==> config.mk <==
export PLATFORM = sky130hd
export DESIGN_NAME = peak_tracker
export DESIGN_NICKNAME = d
export VERILOG_FILES = /design/src/logic/peak_pkg.sv /design/src/logic/peak_tracker.sv
export SDC_FILE = /design/constraint.sdc
export NUM_CORES = 1
export LEC_CHECK = 0
export ABC_AREA = 0
export BUFFER_PORTS_ARGS = -buffer_cell sky130_fd_sc_hd__clkbuf_2
export CORE_MARGIN = 5
export CORE_UTILIZATION = 25
export DETAILED_ROUTE_END_ITERATION = 8
export GPL_ROUTABILITY_DRIVEN = 0
export PLACE_DENSITY = 0.51
export SLEW_MARGIN = 5
export SYNTH_ARGS = -nofsm -noshare
export SYNTH_HDL_FRONTEND = slang
export SYNTH_SLANG_ARGS = --single-unit
==> constraint.sdc <==
create_clock -name clk -period 11.9 [get_ports clk]
set_input_delay 0.595 -clock clk [delete_from_list [all_inputs] [get_ports clk]]
set_output_delay 0.595 -clock clk [all_outputs]
set_load 0.01 [all_outputs]
==> src/logic/peak_pkg.sv <==
package peak_pkg;

	// ----------------------------------------------------------------
	// Register map (byte addresses)
	// ----------------------------------------------------------------
	localparam logic [7:0] ADDR_CTRL     = 8'h00;
	localparam logic [7:0] ADDR_SELECT   = 8'h04;
	localparam logic [7:0] ADDR_STATUS   = 8'h08;
	localparam logic [7:0] ADDR_INT_HI   = 8'h0C;
	localparam logic [7:0] ADDR_INT_LO   = 8'h10;
	localparam logic [7:0] ADDR_REAL_HI  = 8'h14;
	localparam logic [7:0] ADDR_REAL_LO  = 8'h18;
	localparam logic [7:0] ADDR_IRQ_STAT = 8'h1C;
	localparam logic [7:0] ADDR_IRQ_CLR  = 8'h20;
	localparam logic [7:0] ADDR_IRQ_EN   = 8'h24;

	// ----------------------------------------------------------------
	// Field positions
	// ----------------------------------------------------------------
	localparam int CTRL_ENABLE_BIT = 0;
	localparam int CTRL_FORMAT_BIT = 1;
	localparam int SEL_CHAN_LSB    = 0;
	localparam int SEL_POS_LSB     = 8;
	localparam int SEL_GROUP_LSB   = 16;
	localparam int STAT_BUSY_BIT   = 0;
	localparam int STAT_FAULT_BIT  = 1;
	localparam int STAT_TRACK_BIT  = 2;
	localparam int STAT_CODE_LSB   = 8;
	localparam int IRQ_FAULT_BIT   = 0;
	localparam int IRQ_HIGH_BIT    = 1;
	localparam int IRQ_LOW_BIT     = 2;
	localparam int IRQ_WIDTH       = 3;

	// ----------------------------------------------------------------
	// Selection limits and reset values
	// ----------------------------------------------------------------
	localparam logic [7:0] GROUP_HOST     = 8'h00;
	localparam logic [7:0] POSITION_MAX   = 8'h1F;
	localparam logic [7:0] CHANNEL_FIRST  = 8'h01;
	localparam logic [7:0] CHANNEL_SECOND = 8'h02;
	localparam logic [31:0] SELECT_RESET  = 32'h0000_0001;
	localparam logic [31:0] ZERO_WORD     = 32'h0000_0000;
	localparam logic [15:0] ZERO_HALF     = 16'h0000;

	// ----------------------------------------------------------------
	// Fault codes
	// ----------------------------------------------------------------
	typedef enum logic [3:0] {
		fault_none          = 4'h0,
		fault_bad_group     = 4'h1,
		fault_bad_position  = 4'h2,
		fault_bad_channel   = 4'h3,
		fault_no_sample     = 4'h4
	} fault_code_t;

	// Formats
	localparam logic FORMAT_INT  = 1'b0;
	localparam logic FORMAT_REAL = 1'b1;

endpackage

==> src/logic/peak_tracker.sv <==
`timescale 1ns/1ps
`default_nettype none

module peak_tracker (
	input  wire logic        clk,          // System clock, 10 MHz
	input  wire logic        rstn,         // Synchronous reset, active low
	input  wire logic [7:0]  paddr,        // APB address
	input  wire logic        psel,         // APB select
	input  wire logic        penable,      // APB enable
	input  wire logic        pwrite,       // APB direction
	input  wire logic [31:0] pwdata,       // APB write data
	output logic      [31:0] prdata,       // APB read data
	output logic             pready,       // APB ready
	output logic             pslverr,      // APB error on unmapped address
	input  wire logic [15:0] ch1_sample,   // Latest reading, first channel
	input  wire logic [15:0] ch2_sample,   // Latest reading, second channel
	input  wire logic [31:0] ch1_real,     // Latest reading as real, first channel
	input  wire logic [31:0] ch2_real,     // Latest reading as real, second channel
	input  wire logic        sample_valid, // One-cycle strobe: new readings present
	output logic             irq           // Level interrupt
);

	// ----------------------------------------------------------------
	// Software state
	// ----------------------------------------------------------------
	// Written over the bus
	logic                     peak_track_enable;
	logic                     format_real;
	logic [7:0]               channel_select;
	logic [7:0]               module_position;
	logic [7:0]               group_select;

	// Execution flags, moved only by the enable edges; enable_prev copies the enable bit every cycle
	logic                     busy_flag;
	logic                     fault_flag;
	peak_pkg::fault_code_t    fault_code;
	logic                     tracking;
	logic                     enable_prev;

	// Extremes; only the pair of the format last seeded or tracked is ever nonzero
	logic [15:0]              int_highest;
	logic [15:0]              int_lowest;
	logic [31:0]              real_highest;
	logic [31:0]              real_lowest;

	// Interrupt status and mask
	logic [peak_pkg::IRQ_WIDTH-1:0] irq_status;
	logic [peak_pkg::IRQ_WIDTH-1:0] irq_enable;

	// Decode, detection and next-value nets
	logic                     apb_access;
	logic                     apb_wr;
	logic                     rise;
	logic                     fall;
	peak_pkg::fault_code_t    next_fault;
	logic [15:0]              cur_int;
	logic [31:0]              cur_real;
	logic                     new_high;
	logic                     new_low;
	logic [peak_pkg::IRQ_WIDTH-1:0] irq_events;
	logic [peak_pkg::IRQ_WIDTH-1:0] irq_clear;
	logic                     start_ok;
	logic                     start_fault;
	logic [peak_pkg::IRQ_WIDTH-1:0] next_irq_status;

	// ----------------------------------------------------------------
	// Helper functions
	// ----------------------------------------------------------------
	// Channel decode shared by both reading muxes; an invalid channel never starts tracking
	function automatic logic is_second(input logic [7:0] sel);
		return sel == peak_pkg::CHANNEL_SECOND;
	endfunction

	// Widen a signed reading to a bus word so negative extremes read back negative
	function automatic logic [31:0] sign_word(input logic [15:0] v);
		return {{16{v[15]}}, v};
	endfunction

	// Signed compare of two IEEE singles; NaNs are not expected from the channel
	function automatic logic real_greater(input logic [31:0] a, input logic [31:0] b);
		logic r;
		r = 1'b0;
		if (a[31] != b[31]) begin
			// Opposite signs: a wins when b is negative, unless both are zeros
			r = b[31] && ((a[30:0] | b[30:0]) != 31'd0);
		end else if (!a[31]) begin
			r = a[30:0] > b[30:0];
		end else begin
			// Both negative: the smaller magnitude is the greater value
			r = a[30:0] < b[30:0];
		end
		return r;
	endfunction

	// ----------------------------------------------------------------
	// Strobes and decode
	// ----------------------------------------------------------------
	// Zero wait states: every access completes in its first access cycle
	assign apb_access = psel && penable;
	assign apb_wr     = apb_access && pwrite;
	// Enable edges; both registers are low out of reset, so no false edge follows it
	assign rise       = peak_track_enable && !enable_prev;
	assign fall       = !peak_track_enable && enable_prev;

	// Outcome of the selection check, meaningful only in the cycle of a rising enable
	assign start_ok    = rise && (next_fault == peak_pkg::fault_none);
	assign start_fault = rise && (next_fault != peak_pkg::fault_none);

	// Selected channel's latest readings
	assign cur_int  = is_second(channel_select) ? ch2_sample : ch1_sample;
	assign cur_real = is_second(channel_select) ? ch2_real : ch1_real;

	// ----------------------------------------------------------------
	// Selection check at start-up
	// ----------------------------------------------------------------
	// Group first, then position, then channel; only one code is reported
	always_comb begin
		if (group_select != peak_pkg::GROUP_HOST) begin
			next_fault = peak_pkg::fault_bad_group;
		end else if (module_position > peak_pkg::POSITION_MAX) begin
			next_fault = peak_pkg::fault_bad_position;
		end else if (channel_select != peak_pkg::CHANNEL_FIRST &&
			channel_select != peak_pkg::CHANNEL_SECOND) begin
			next_fault = peak_pkg::fault_bad_channel;
		end else begin
			next_fault = peak_pkg::fault_none;
		end
	end

	// ----------------------------------------------------------------
	// Extreme detection
	// ----------------------------------------------------------------
	// New extremes only while tracking and a fresh sample arrives
	always_comb begin
		new_high = 1'b0;
		new_low  = 1'b0;
		// A sample in the start cycle itself is covered by the seed
		if (tracking && sample_valid) begin
			if (format_real == peak_pkg::FORMAT_REAL) begin
				new_high = real_greater(cur_real, real_highest);
				new_low  = real_greater(real_lowest, cur_real);
			end else begin
				// Integer readings are two's complement
				new_high = $signed(cur_int) > $signed(int_highest);
				new_low  = $signed(cur_int) < $signed(int_lowest);
			end
		end
	end

	// Event sources: start fault, new highest, new lowest
	assign irq_events = {new_low, new_high, start_fault};
	assign irq_clear  = (apb_wr && paddr == peak_pkg::ADDR_IRQ_CLR) ?
		pwdata[peak_pkg::IRQ_WIDTH-1:0] : '0;

	// ----------------------------------------------------------------
	// Software-written registers
	// ----------------------------------------------------------------
	// Writes land at the access edge, where pready is always high
	always_ff @(posedge clk) begin
		if (!rstn) begin
			peak_track_enable <= 1'b0;
			format_real       <= peak_pkg::FORMAT_INT;
			channel_select    <= peak_pkg::SELECT_RESET[7:0];
			module_position   <= peak_pkg::SELECT_RESET[15:8];
			group_select      <= peak_pkg::SELECT_RESET[23:16];
			irq_enable        <= '0;
		end else if (apb_wr) begin
			// Enable and format share one word, so a start can pick its format in the same write
			if (paddr == peak_pkg::ADDR_CTRL) begin
				peak_track_enable <= pwdata[peak_pkg::CTRL_ENABLE_BIT];
				format_real       <= pwdata[peak_pkg::CTRL_FORMAT_BIT];
			end
			// Selections are checked at the next rising enable only, never while enabled
			if (paddr == peak_pkg::ADDR_SELECT) begin
				channel_select  <= pwdata[peak_pkg::SEL_CHAN_LSB +: 8];
				module_position <= pwdata[peak_pkg::SEL_POS_LSB +: 8];
				group_select    <= pwdata[peak_pkg::SEL_GROUP_LSB +: 8];
			end
			// Reset leaves every interrupt source masked
			if (paddr == peak_pkg::ADDR_IRQ_EN) begin
				irq_enable <= pwdata[peak_pkg::IRQ_WIDTH-1:0];
			end
		end
	end

	// ----------------------------------------------------------------
	// Execution state: busy, fault, tracking
	// ----------------------------------------------------------------
	// Busy rises at every start, fault with it on a bad selection; withdrawal clears them in one edge
	always_ff @(posedge clk) begin
		if (!rstn) begin
			enable_prev <= 1'b0;
			busy_flag   <= 1'b0;
			fault_flag  <= 1'b0;
			fault_code  <= peak_pkg::fault_none;
			tracking    <= 1'b0;
		end else begin
			enable_prev <= peak_track_enable;
			if (rise) begin
				busy_flag <= 1'b1;
				if (next_fault != peak_pkg::fault_none) begin
					// Bad selections leave the extremes as they were
					fault_flag <= 1'b1;
					fault_code <= next_fault;
					tracking   <= 1'b0;
				end else begin
					tracking   <= 1'b1;
				end
			end else if (fall) begin
				// Withdrawal ends the run and any pending fault together
				busy_flag  <= 1'b0;
				fault_flag <= 1'b0;
				fault_code <= peak_pkg::fault_none;
				tracking   <= 1'b0;
			end
		end
	end

	// ----------------------------------------------------------------
	// Extreme tracking; the idle format's pair is zeroed at the seed and while tracking
	// ----------------------------------------------------------------
	// A faulted start never reaches the seed, so old extremes survive it
	always_ff @(posedge clk) begin
		if (!rstn) begin
			int_highest  <= peak_pkg::ZERO_HALF;
			int_lowest   <= peak_pkg::ZERO_HALF;
			real_highest <= peak_pkg::ZERO_WORD;
			real_lowest  <= peak_pkg::ZERO_WORD;
		end else if (start_ok) begin
			// Seed both extremes from the latest reading
			if (format_real == peak_pkg::FORMAT_REAL) begin
				real_highest <= cur_real;
				real_lowest  <= cur_real;
				int_highest  <= peak_pkg::ZERO_HALF;
				int_lowest   <= peak_pkg::ZERO_HALF;
			end else begin
				int_highest  <= cur_int;
				int_lowest   <= cur_int;
				real_highest <= peak_pkg::ZERO_WORD;
				real_lowest  <= peak_pkg::ZERO_WORD;
			end
		end else if (tracking) begin
			// Outside tracking nothing moves, so values hold from one edge after enable drops
			if (format_real == peak_pkg::FORMAT_REAL) begin
				if (new_high) begin
					real_highest <= cur_real;
				end
				if (new_low) begin
					real_lowest <= cur_real;
				end
				int_highest <= peak_pkg::ZERO_HALF;
				int_lowest  <= peak_pkg::ZERO_HALF;
			end else begin
				if (new_high) begin
					int_highest <= cur_int;
				end
				if (new_low) begin
					int_lowest <= cur_int;
				end
				real_highest <= peak_pkg::ZERO_WORD;
				real_lowest  <= peak_pkg::ZERO_WORD;
			end
		end
	end

	// ----------------------------------------------------------------
	// Interrupts: sticky status, set wins over clear
	// ----------------------------------------------------------------
	// Set wins over clear: an event in the clearing cycle stays pending
	assign next_irq_status = (irq_status & ~irq_clear) | irq_events;

	// Irq follows the new status at once; a mask write reaches it one edge later
	always_ff @(posedge clk) begin
		if (!rstn) begin
			irq_status <= '0;
			irq        <= 1'b0;
		end else begin
			irq_status <= next_irq_status;
			irq        <= |(next_irq_status & irq_enable);
		end
	end

	// ----------------------------------------------------------------
	// APB slave answer
	// ----------------------------------------------------------------
	always_ff @(posedge clk) begin
		if (!rstn) begin
			prdata  <= peak_pkg::ZERO_WORD;
			pready  <= 1'b0;
			pslverr <= 1'b0;
		end else begin
			// Ready is registered: asserted in the first access cycle by the setup-cycle decode
			pready  <= psel && !penable;
			// Defaults for every cycle that is not a setup
			pslverr <= 1'b0;
			prdata  <= peak_pkg::ZERO_WORD;
			// Captured in setup: a change during the access cycle shows on the next read
			if (psel && !penable) begin
				unique case (paddr)
					peak_pkg::ADDR_CTRL: begin
						prdata[peak_pkg::CTRL_ENABLE_BIT] <= peak_track_enable;
						prdata[peak_pkg::CTRL_FORMAT_BIT] <= format_real;
					end
					peak_pkg::ADDR_SELECT: begin
						prdata <= {8'h00, group_select, module_position, channel_select};
					end
					peak_pkg::ADDR_STATUS: begin
						prdata[peak_pkg::STAT_BUSY_BIT]  <= busy_flag;
						prdata[peak_pkg::STAT_FAULT_BIT] <= fault_flag;
						prdata[peak_pkg::STAT_TRACK_BIT] <= tracking;
						prdata[peak_pkg::STAT_CODE_LSB +: 4] <= fault_code;
					end
					peak_pkg::ADDR_INT_HI:   prdata <= sign_word(int_highest);
					peak_pkg::ADDR_INT_LO:   prdata <= sign_word(int_lowest);
					peak_pkg::ADDR_REAL_HI:  prdata <= real_highest;
					peak_pkg::ADDR_REAL_LO:  prdata <= real_lowest;
					peak_pkg::ADDR_IRQ_STAT: prdata[peak_pkg::IRQ_WIDTH-1:0] <= irq_status;
					// The clear register is write-only and reads zero
					peak_pkg::ADDR_IRQ_CLR:  prdata <= peak_pkg::ZERO_WORD;
					peak_pkg::ADDR_IRQ_EN:   prdata[peak_pkg::IRQ_WIDTH-1:0] <= irq_enable;
					// Unmapped or misaligned: error answer with zero data
					default:                 pslverr <= 1'b1;
				endcase
			end
		end
	end

endmodule

`default_nettype wire

After elaboration in Yosys (flattened, before gate mapping)
Index checks and enable logic that the tools add are counted.
Word-level totals
  register bits after elaboration: 171
  logic and storage cells: 133
  output and inout port bits: 35
  input bits: 142
Cells by class
  equality and inequality tests: 17
  multiplexer cells: 47
  magnitude comparators: 7
  bitwise logic cells: 6
  reduce and logical (&&, ||, !) cells: 36
Operator list (count)
  two-way mux 32 bit: 10
  two-way mux 16 bit: 10
  case mux 20 bit (5 select lines): 1
  > comparator 31 bit: 2
  less-than comparator 31 bit: 2
  OR 31 bit: 2
  nonzero test 31 bit: 2
  == test 8 x 5 -> 1 bit, second input constant: 4
  case mux 5 bit (5 select lines): 1
  case mux 4 bit (6 select lines): 1
  case mux 2 bit (9 select lines): 1
  AND reduction 2 bit: 9
  == test 8 x 4 -> 1 bit, second input constant: 2
  == test 8 x 6 -> 1 bit, second input constant: 2
  > comparator 16 bit: 1
  less-than comparator 16 bit: 1
  two-way mux 1 bit: 15
  logical AND 1 bit: 12
  two-way mux 4 bit: 3
  OR reduction 10 bit: 1
  == test 8 x 2 -> 1 bit, second input constant: 1
  == test 8 x 3 -> 1 bit, second input constant: 1
  > comparator 8 x 5 -> 1 bit, second input constant: 1
  zero test 8 bit: 1
  18 further kinds: 27

Depth between registers and ports, before layout
  word-level depth: 12
  depth in mapped cells: 19
  depth with buffers taken out: 15

Least setup slack after synthesis
OpenSTA, ideal clock, no wires.
  kind: reg2reg
  from: reg channel_select[7]
  to: reg real_highest[11]
  setup slack: 7022 ps
  clock period less this slack: 4878 ps
  data arrival time: 4747 ps
  stages on the path, launching flop included: 17
  setup time: 131 ps
  buffers on the path: 3
  required time: 11769 ps
  cells stage by stage: dfxtp_1 or4b_4 nor2_1 buf_4 buf_1 mux2i_1 ha_1 or4b_1 or2_2 nor4_1 nand3_1 o41ai_1 o2bb2ai_1 a21oi_2 o21bai_1 clkbuf_1 o2bb2ai_1
On the way
  cells in the longest elaborated chain, start to end: 10
  elaborated cells on any way between the ends: 30
  those cells by class: 3 x order compare; 5 x eq/ne; 14 x mux; 1 x bitwise; 7 x reduce/logical
RTL lines
  start, declared: RTL line peak_tracker.sv:29  | logic [7:0] channel_select;
  start signal, assigned: RTL line peak_tracker.sv:163  | channel_select <= peak_pkg::SELECT_RESET[7:0];
  start signal, assigned: RTL line peak_tracker.sv:175  | channel_select <= pwdata[peak_pkg::SEL_CHAN_LSB +: 8];
  parallel branches: the longest is 10 deep, another holds > comparator 31 bit
  end signal, assigned: RTL line peak_tracker.sv:227  | real_highest <= peak_pkg::ZERO_WORD;
  end signal, assigned: RTL line peak_tracker.sv:232  | real_highest <= cur_real;
  end signal, assigned: RTL line peak_tracker.sv:239  | real_highest <= peak_pkg::ZERO_WORD;
  end, declared: RTL line peak_tracker.sv:43  | logic [31:0] real_highest;
Several ways; the timed one is not identified. The select of a mux whose other input is x is not followed.
A chain may end at the register's enable or synchronous reset.

Final worst setup path
  from: reg channel_select[7]
  to: reg real_highest[20]
Same word-level chain as after synthesis.

==> out/qor.tcl <==
set qor(dpl_cell_area_sq_um) 12110
set qor(drv_slew) 0
set qor(gr-usage-all-layers_pct) 16.85
set qor(worst_min_path_class) {primary input to flop}
set qor(regToRegStartpoint) {channel_select[7]}
set qor(synth-main-ff-cell) {sky130_fd_sc_hd__dfxtp_1}
set qor(irDropWorstVdd_uv) 67.59
set qor(port-buffer-count) 168
set qor(vias_per_cell) 5.162
set qor(synth.ff_latch_count) 169
set qor(cts_h_tree_depth) 4
set qor(antenna_left) 0
set qor(initial_core_utilization_pct) 25.38
set qor(mappedNetlistArea_sq_um) 10700
set qor(overflow) 0
set qor(cts.root.buffer_cell) {sky130_fd_sc_hd__clkbuf_16}
set qor(clkTransAtPathRegs_ns) 0.08
set qor(busiest_layer) {met2}
set qor(floorplan.die.width_um) 216.8
set qor(via_count) 9952
set qor(synth_nets) 1495
set qor(timing.max_slew.rel_slack_pct) 10.84
set qor(worst_path_dominant_cell_family) {simple AND/OR/NAND/NOR gates}
set qor(fin_crit_sh_pct) 50.69
set qor(stdcell_count) 1928
set qor(grtUsageMet2_pct) 28.16
set qor(ff2ff_path_depth) 14
set qor(use_met3_pct) 3.099
set qor(yosys.area.top_type_share_pct) 31.63
set qor(hold_path_depth) 3
set qor(netlist-cell-type-count) 80
set qor(route.detailed.wl_per_inst_um) 20.99
set qor(cell_count_after_placement) 1895
set qor(setup_total_negative_slack_ns) 0
set qor(synth_sequential_area_ratio_pct) 31.63
set qor(design.core.area_sq_um) 42130
set qor(area_growth_syn_to_layout_pct) 18.72
set qor(min-delay-start) {pwdata[16]}
set qor(number_of_primary_i_o_pins) 177
set qor(mostFrequentLayoutCell) {sky130_fd_sc_hd__dfxtp_1}
set qor(synth_enable_flop_cells) 0
set qor(finalSetupViolCount) 0
set qor(fin_nets) 1639
set qor(layout.cells.most_common_list) {sky130_fd_sc_hd__dfxtp_1 (169), sky130_fd_sc_hd__clkbuf_2 (168), sky130_fd_sc_hd__inv_1 (156), sky130_fd_sc_hd__ha_1 (122), sky130_fd_sc_hd__nand2_1 (101)}
set qor(antenna_found_initial) 2
set qor(ys_async_sr_fraction_pct) 0
set qor(first_pass_iters) 6
set qor(worst_ep_required_time_ns) 12.18
set qor(max_cap_violations) 0
set qor(die_area_sq_um) 47020
set qor(gr-usage-met1_pct) 21.91
set qor(first_global_vias) 10040
set qor(criticalPathCategory) {flop to flop}
set qor(yosys_warnings) 0
set qor(power-per-cell-area_nw_per_um2) 97.68
set qor(rsz_0062_raised_after_global_routing) {no}
set qor(clock_insertion_delay_at_the_later_pin_of_the_skew_report_ns) 0.44
set qor(timing.critical_path.buf_inv) 1
set qor(tightest_slew_ns) 1.304
set qor(post_synth_main_area_contributors) {sky130_fd_sc_hd__dfxtp_1 (32%), sky130_fd_sc_hd__ha_1 (14%), sky130_fd_sc_hd__mux2i_1 (5.6%)}
set qor(outcome) {complete, no violations}
set qor(critical-path-slowest-cell) {sky130_fd_sc_hd__o21bai_4}
set qor(die_height_um) 216.8
set qor(worst-r2r-setup-slack_ns) 5.87
set qor(crit_path_cell_trace) {or4b_4, nor2_4, buf_4, mux2i_1, ha_1, nor4b_1, nand4b_1, nor4_1, o21ai_0, o2111ai_1, o2bb2a_1, a21oi_2, o21bai_4, o2bb2ai_1}
set qor(fin_hold_ws_ns) 0.3725
set qor(layout.cell_area.non_filler_sq_um) 12700
set qor(clock_tree_from_tritoncts) {yes}
set qor(crit_path_max_fanout) 31
set qor(timing.critical_path.from_type) {flop}
set qor(timing.critical_path.slowest_cell_delay_ns) 0.80
set qor(path_depth) 14
set qor(numClockSinks) 169
set qor(hold_violations) 0
set qor(syn_area_per_cell_sq_um) 8.688
set qor(rows) 75
set qor(total_leakage_power_uw) 0.004923
set qor(postCtsResizedCells) 0
set qor(arrival_time_reported_for_the_critical_path_endpoint_ns) 6.32
set qor(maxClockFrequency_ghz) 0.1658
set qor(layout_min_cycle_time_ns) 6.032
set qor(yosys.area.top_type) {sky130_fd_sc_hd__dfxtp_1}
set qor(totalWireLength_um) 40480
set qor(finalCoreUtilization_pct) 30.14
set qor(place_hpwl_um) 31140
set qor(critical_path.endpoint_type) {flop}
set qor(grt_max_degree) 54
set qor(cts.hold.buffers_added) 0
set qor(drt_iter0_drcs) 785
set qor(cts_inserted_buffers) 17
set qor(synth_cells) 1231
set qor(detail_route.drc_violations) 0
set qor(final.setup_skew_ns) 0.01827
set qor(whs_endpoint) {group_select[0]}
set qor(fraction_of_layout_instances_using_a_drive_strength_above_1_pct) 19.67
set qor(endpoint_of_the_lowest_slack_register_to_register_path) {real_highest[20]}
set qor(grt_pass1_wl_um) 60780
set qor(clock_path_buffers) 2
set qor(setup_fix_bufs_post_cts) 0
[sequential cells by signal, indices dropped and copies added, names as in the netlist]
name	cells
prdata	32
irq	1
busy_flag	1
channel_select	8
enable_prev	1
pready	1
group_select	8
fault_code	2
module_position	8
irq_enable	3
int_lowest	16
real_highest	32
int_highest	16
pslverr	1
peak_track_enable	1
irq_status	3
format_real	1
fault_flag	1
tracking	1
real_lowest	32
[cell families (layout without fill, tap and decap cells)]
family	Yosys count	in the layout	synth area share (%)
compound gates	324	324	23.25
mux	66	66	6.504
xor+xnor	15	15	1.228
flops	169	169	31.63
fa+ha+maj	126	126	14.65
simple gates	315	315	14.67
other cells	0	1	0
buf+inv	216	373	8.072
[cells in the mapped netlist, types with 21 or more instances]
master                      count
sky130_fd_sc_hd__a21oi_1       81
sky130_fd_sc_hd__a22oi_1       48
sky130_fd_sc_hd__a31oi_1       21
sky130_fd_sc_hd__clkbuf_1      46
sky130_fd_sc_hd__dfxtp_1      169
sky130_fd_sc_hd__ha_1         122
sky130_fd_sc_hd__inv_1        156
sky130_fd_sc_hd__mux2i_1       60
sky130_fd_sc_hd__nand2_1      102
sky130_fd_sc_hd__nand3_1       22
sky130_fd_sc_hd__nor2_1        72
sky130_fd_sc_hd__nor3_1        29
sky130_fd_sc_hd__o21ai_0       21
sky130_fd_sc_hd__o2bb2ai_1     33
sky130_fd_sc_hd__o32ai_1       23
[worst min-delay path: cells and delay by family]
family / cells / cell delay (ns)
buffers and inverters: 1 / 0.08
AO/OA/AOI/OAI: 1 / 0.05
AND/OR/NAND/NOR: 1 / 0.04
[power breakdown]
group          internal, uW  switching [uW]
registers               565           0.139
clock network           280             278
logic                  45.1            71.1
total                   891             350
[layer usage]
| metal | vias up | wire length, um |
|---|---|---|
| li1 | 4760 | - |
| met1 | 4778 | 17410 |
| met2 | 349 | 19130 |
| met3 | 63 | 2654 |
| met4 | 2 | 1277 |
| met5 | - | 7 |
[area by class of cell]
type	instances	area (sq um)
tap	539	674.4
sequential	169	3383
antenna	1	2.502
inverter	157	589.3
clock inverter	15	156.4
timing repair buffer	184	960.9
clock buffer	17	425.4
fill	4467	29440
multi-input combinational	846	6505
[how the worst max path moves through the flow]
stage | slack [ns] | endpoint | startpoint
6_report | 5.87 | real_highest[20] | channel_select[7]
5_1_grt | 5.54 | real_highest[20] | channel_select[7]
4_1_cts | 5.90 | real_highest[20] | channel_select[7]
3_5_place_dp | 5.93 | real_highest[20] | channel_select[3]
3_3_place_gp | 6.00 | real_highest[20] | channel_select[7]
2_1_floorplan | 7.02 | real_highest[11] | channel_select[7]
[metrics by stage]
step / total power, uW / setup slack, ns
after floorplan: 638.8 / 7.022
after global placement: 693.9 / 5.999
after detailed placement: 695.0 / 5.933
after CTS: 1254 / 5.899
after global routing: 1292 / 5.537
final: 1240 / 5.868
No activity file was read; power rests on OpenSTA's default activity.
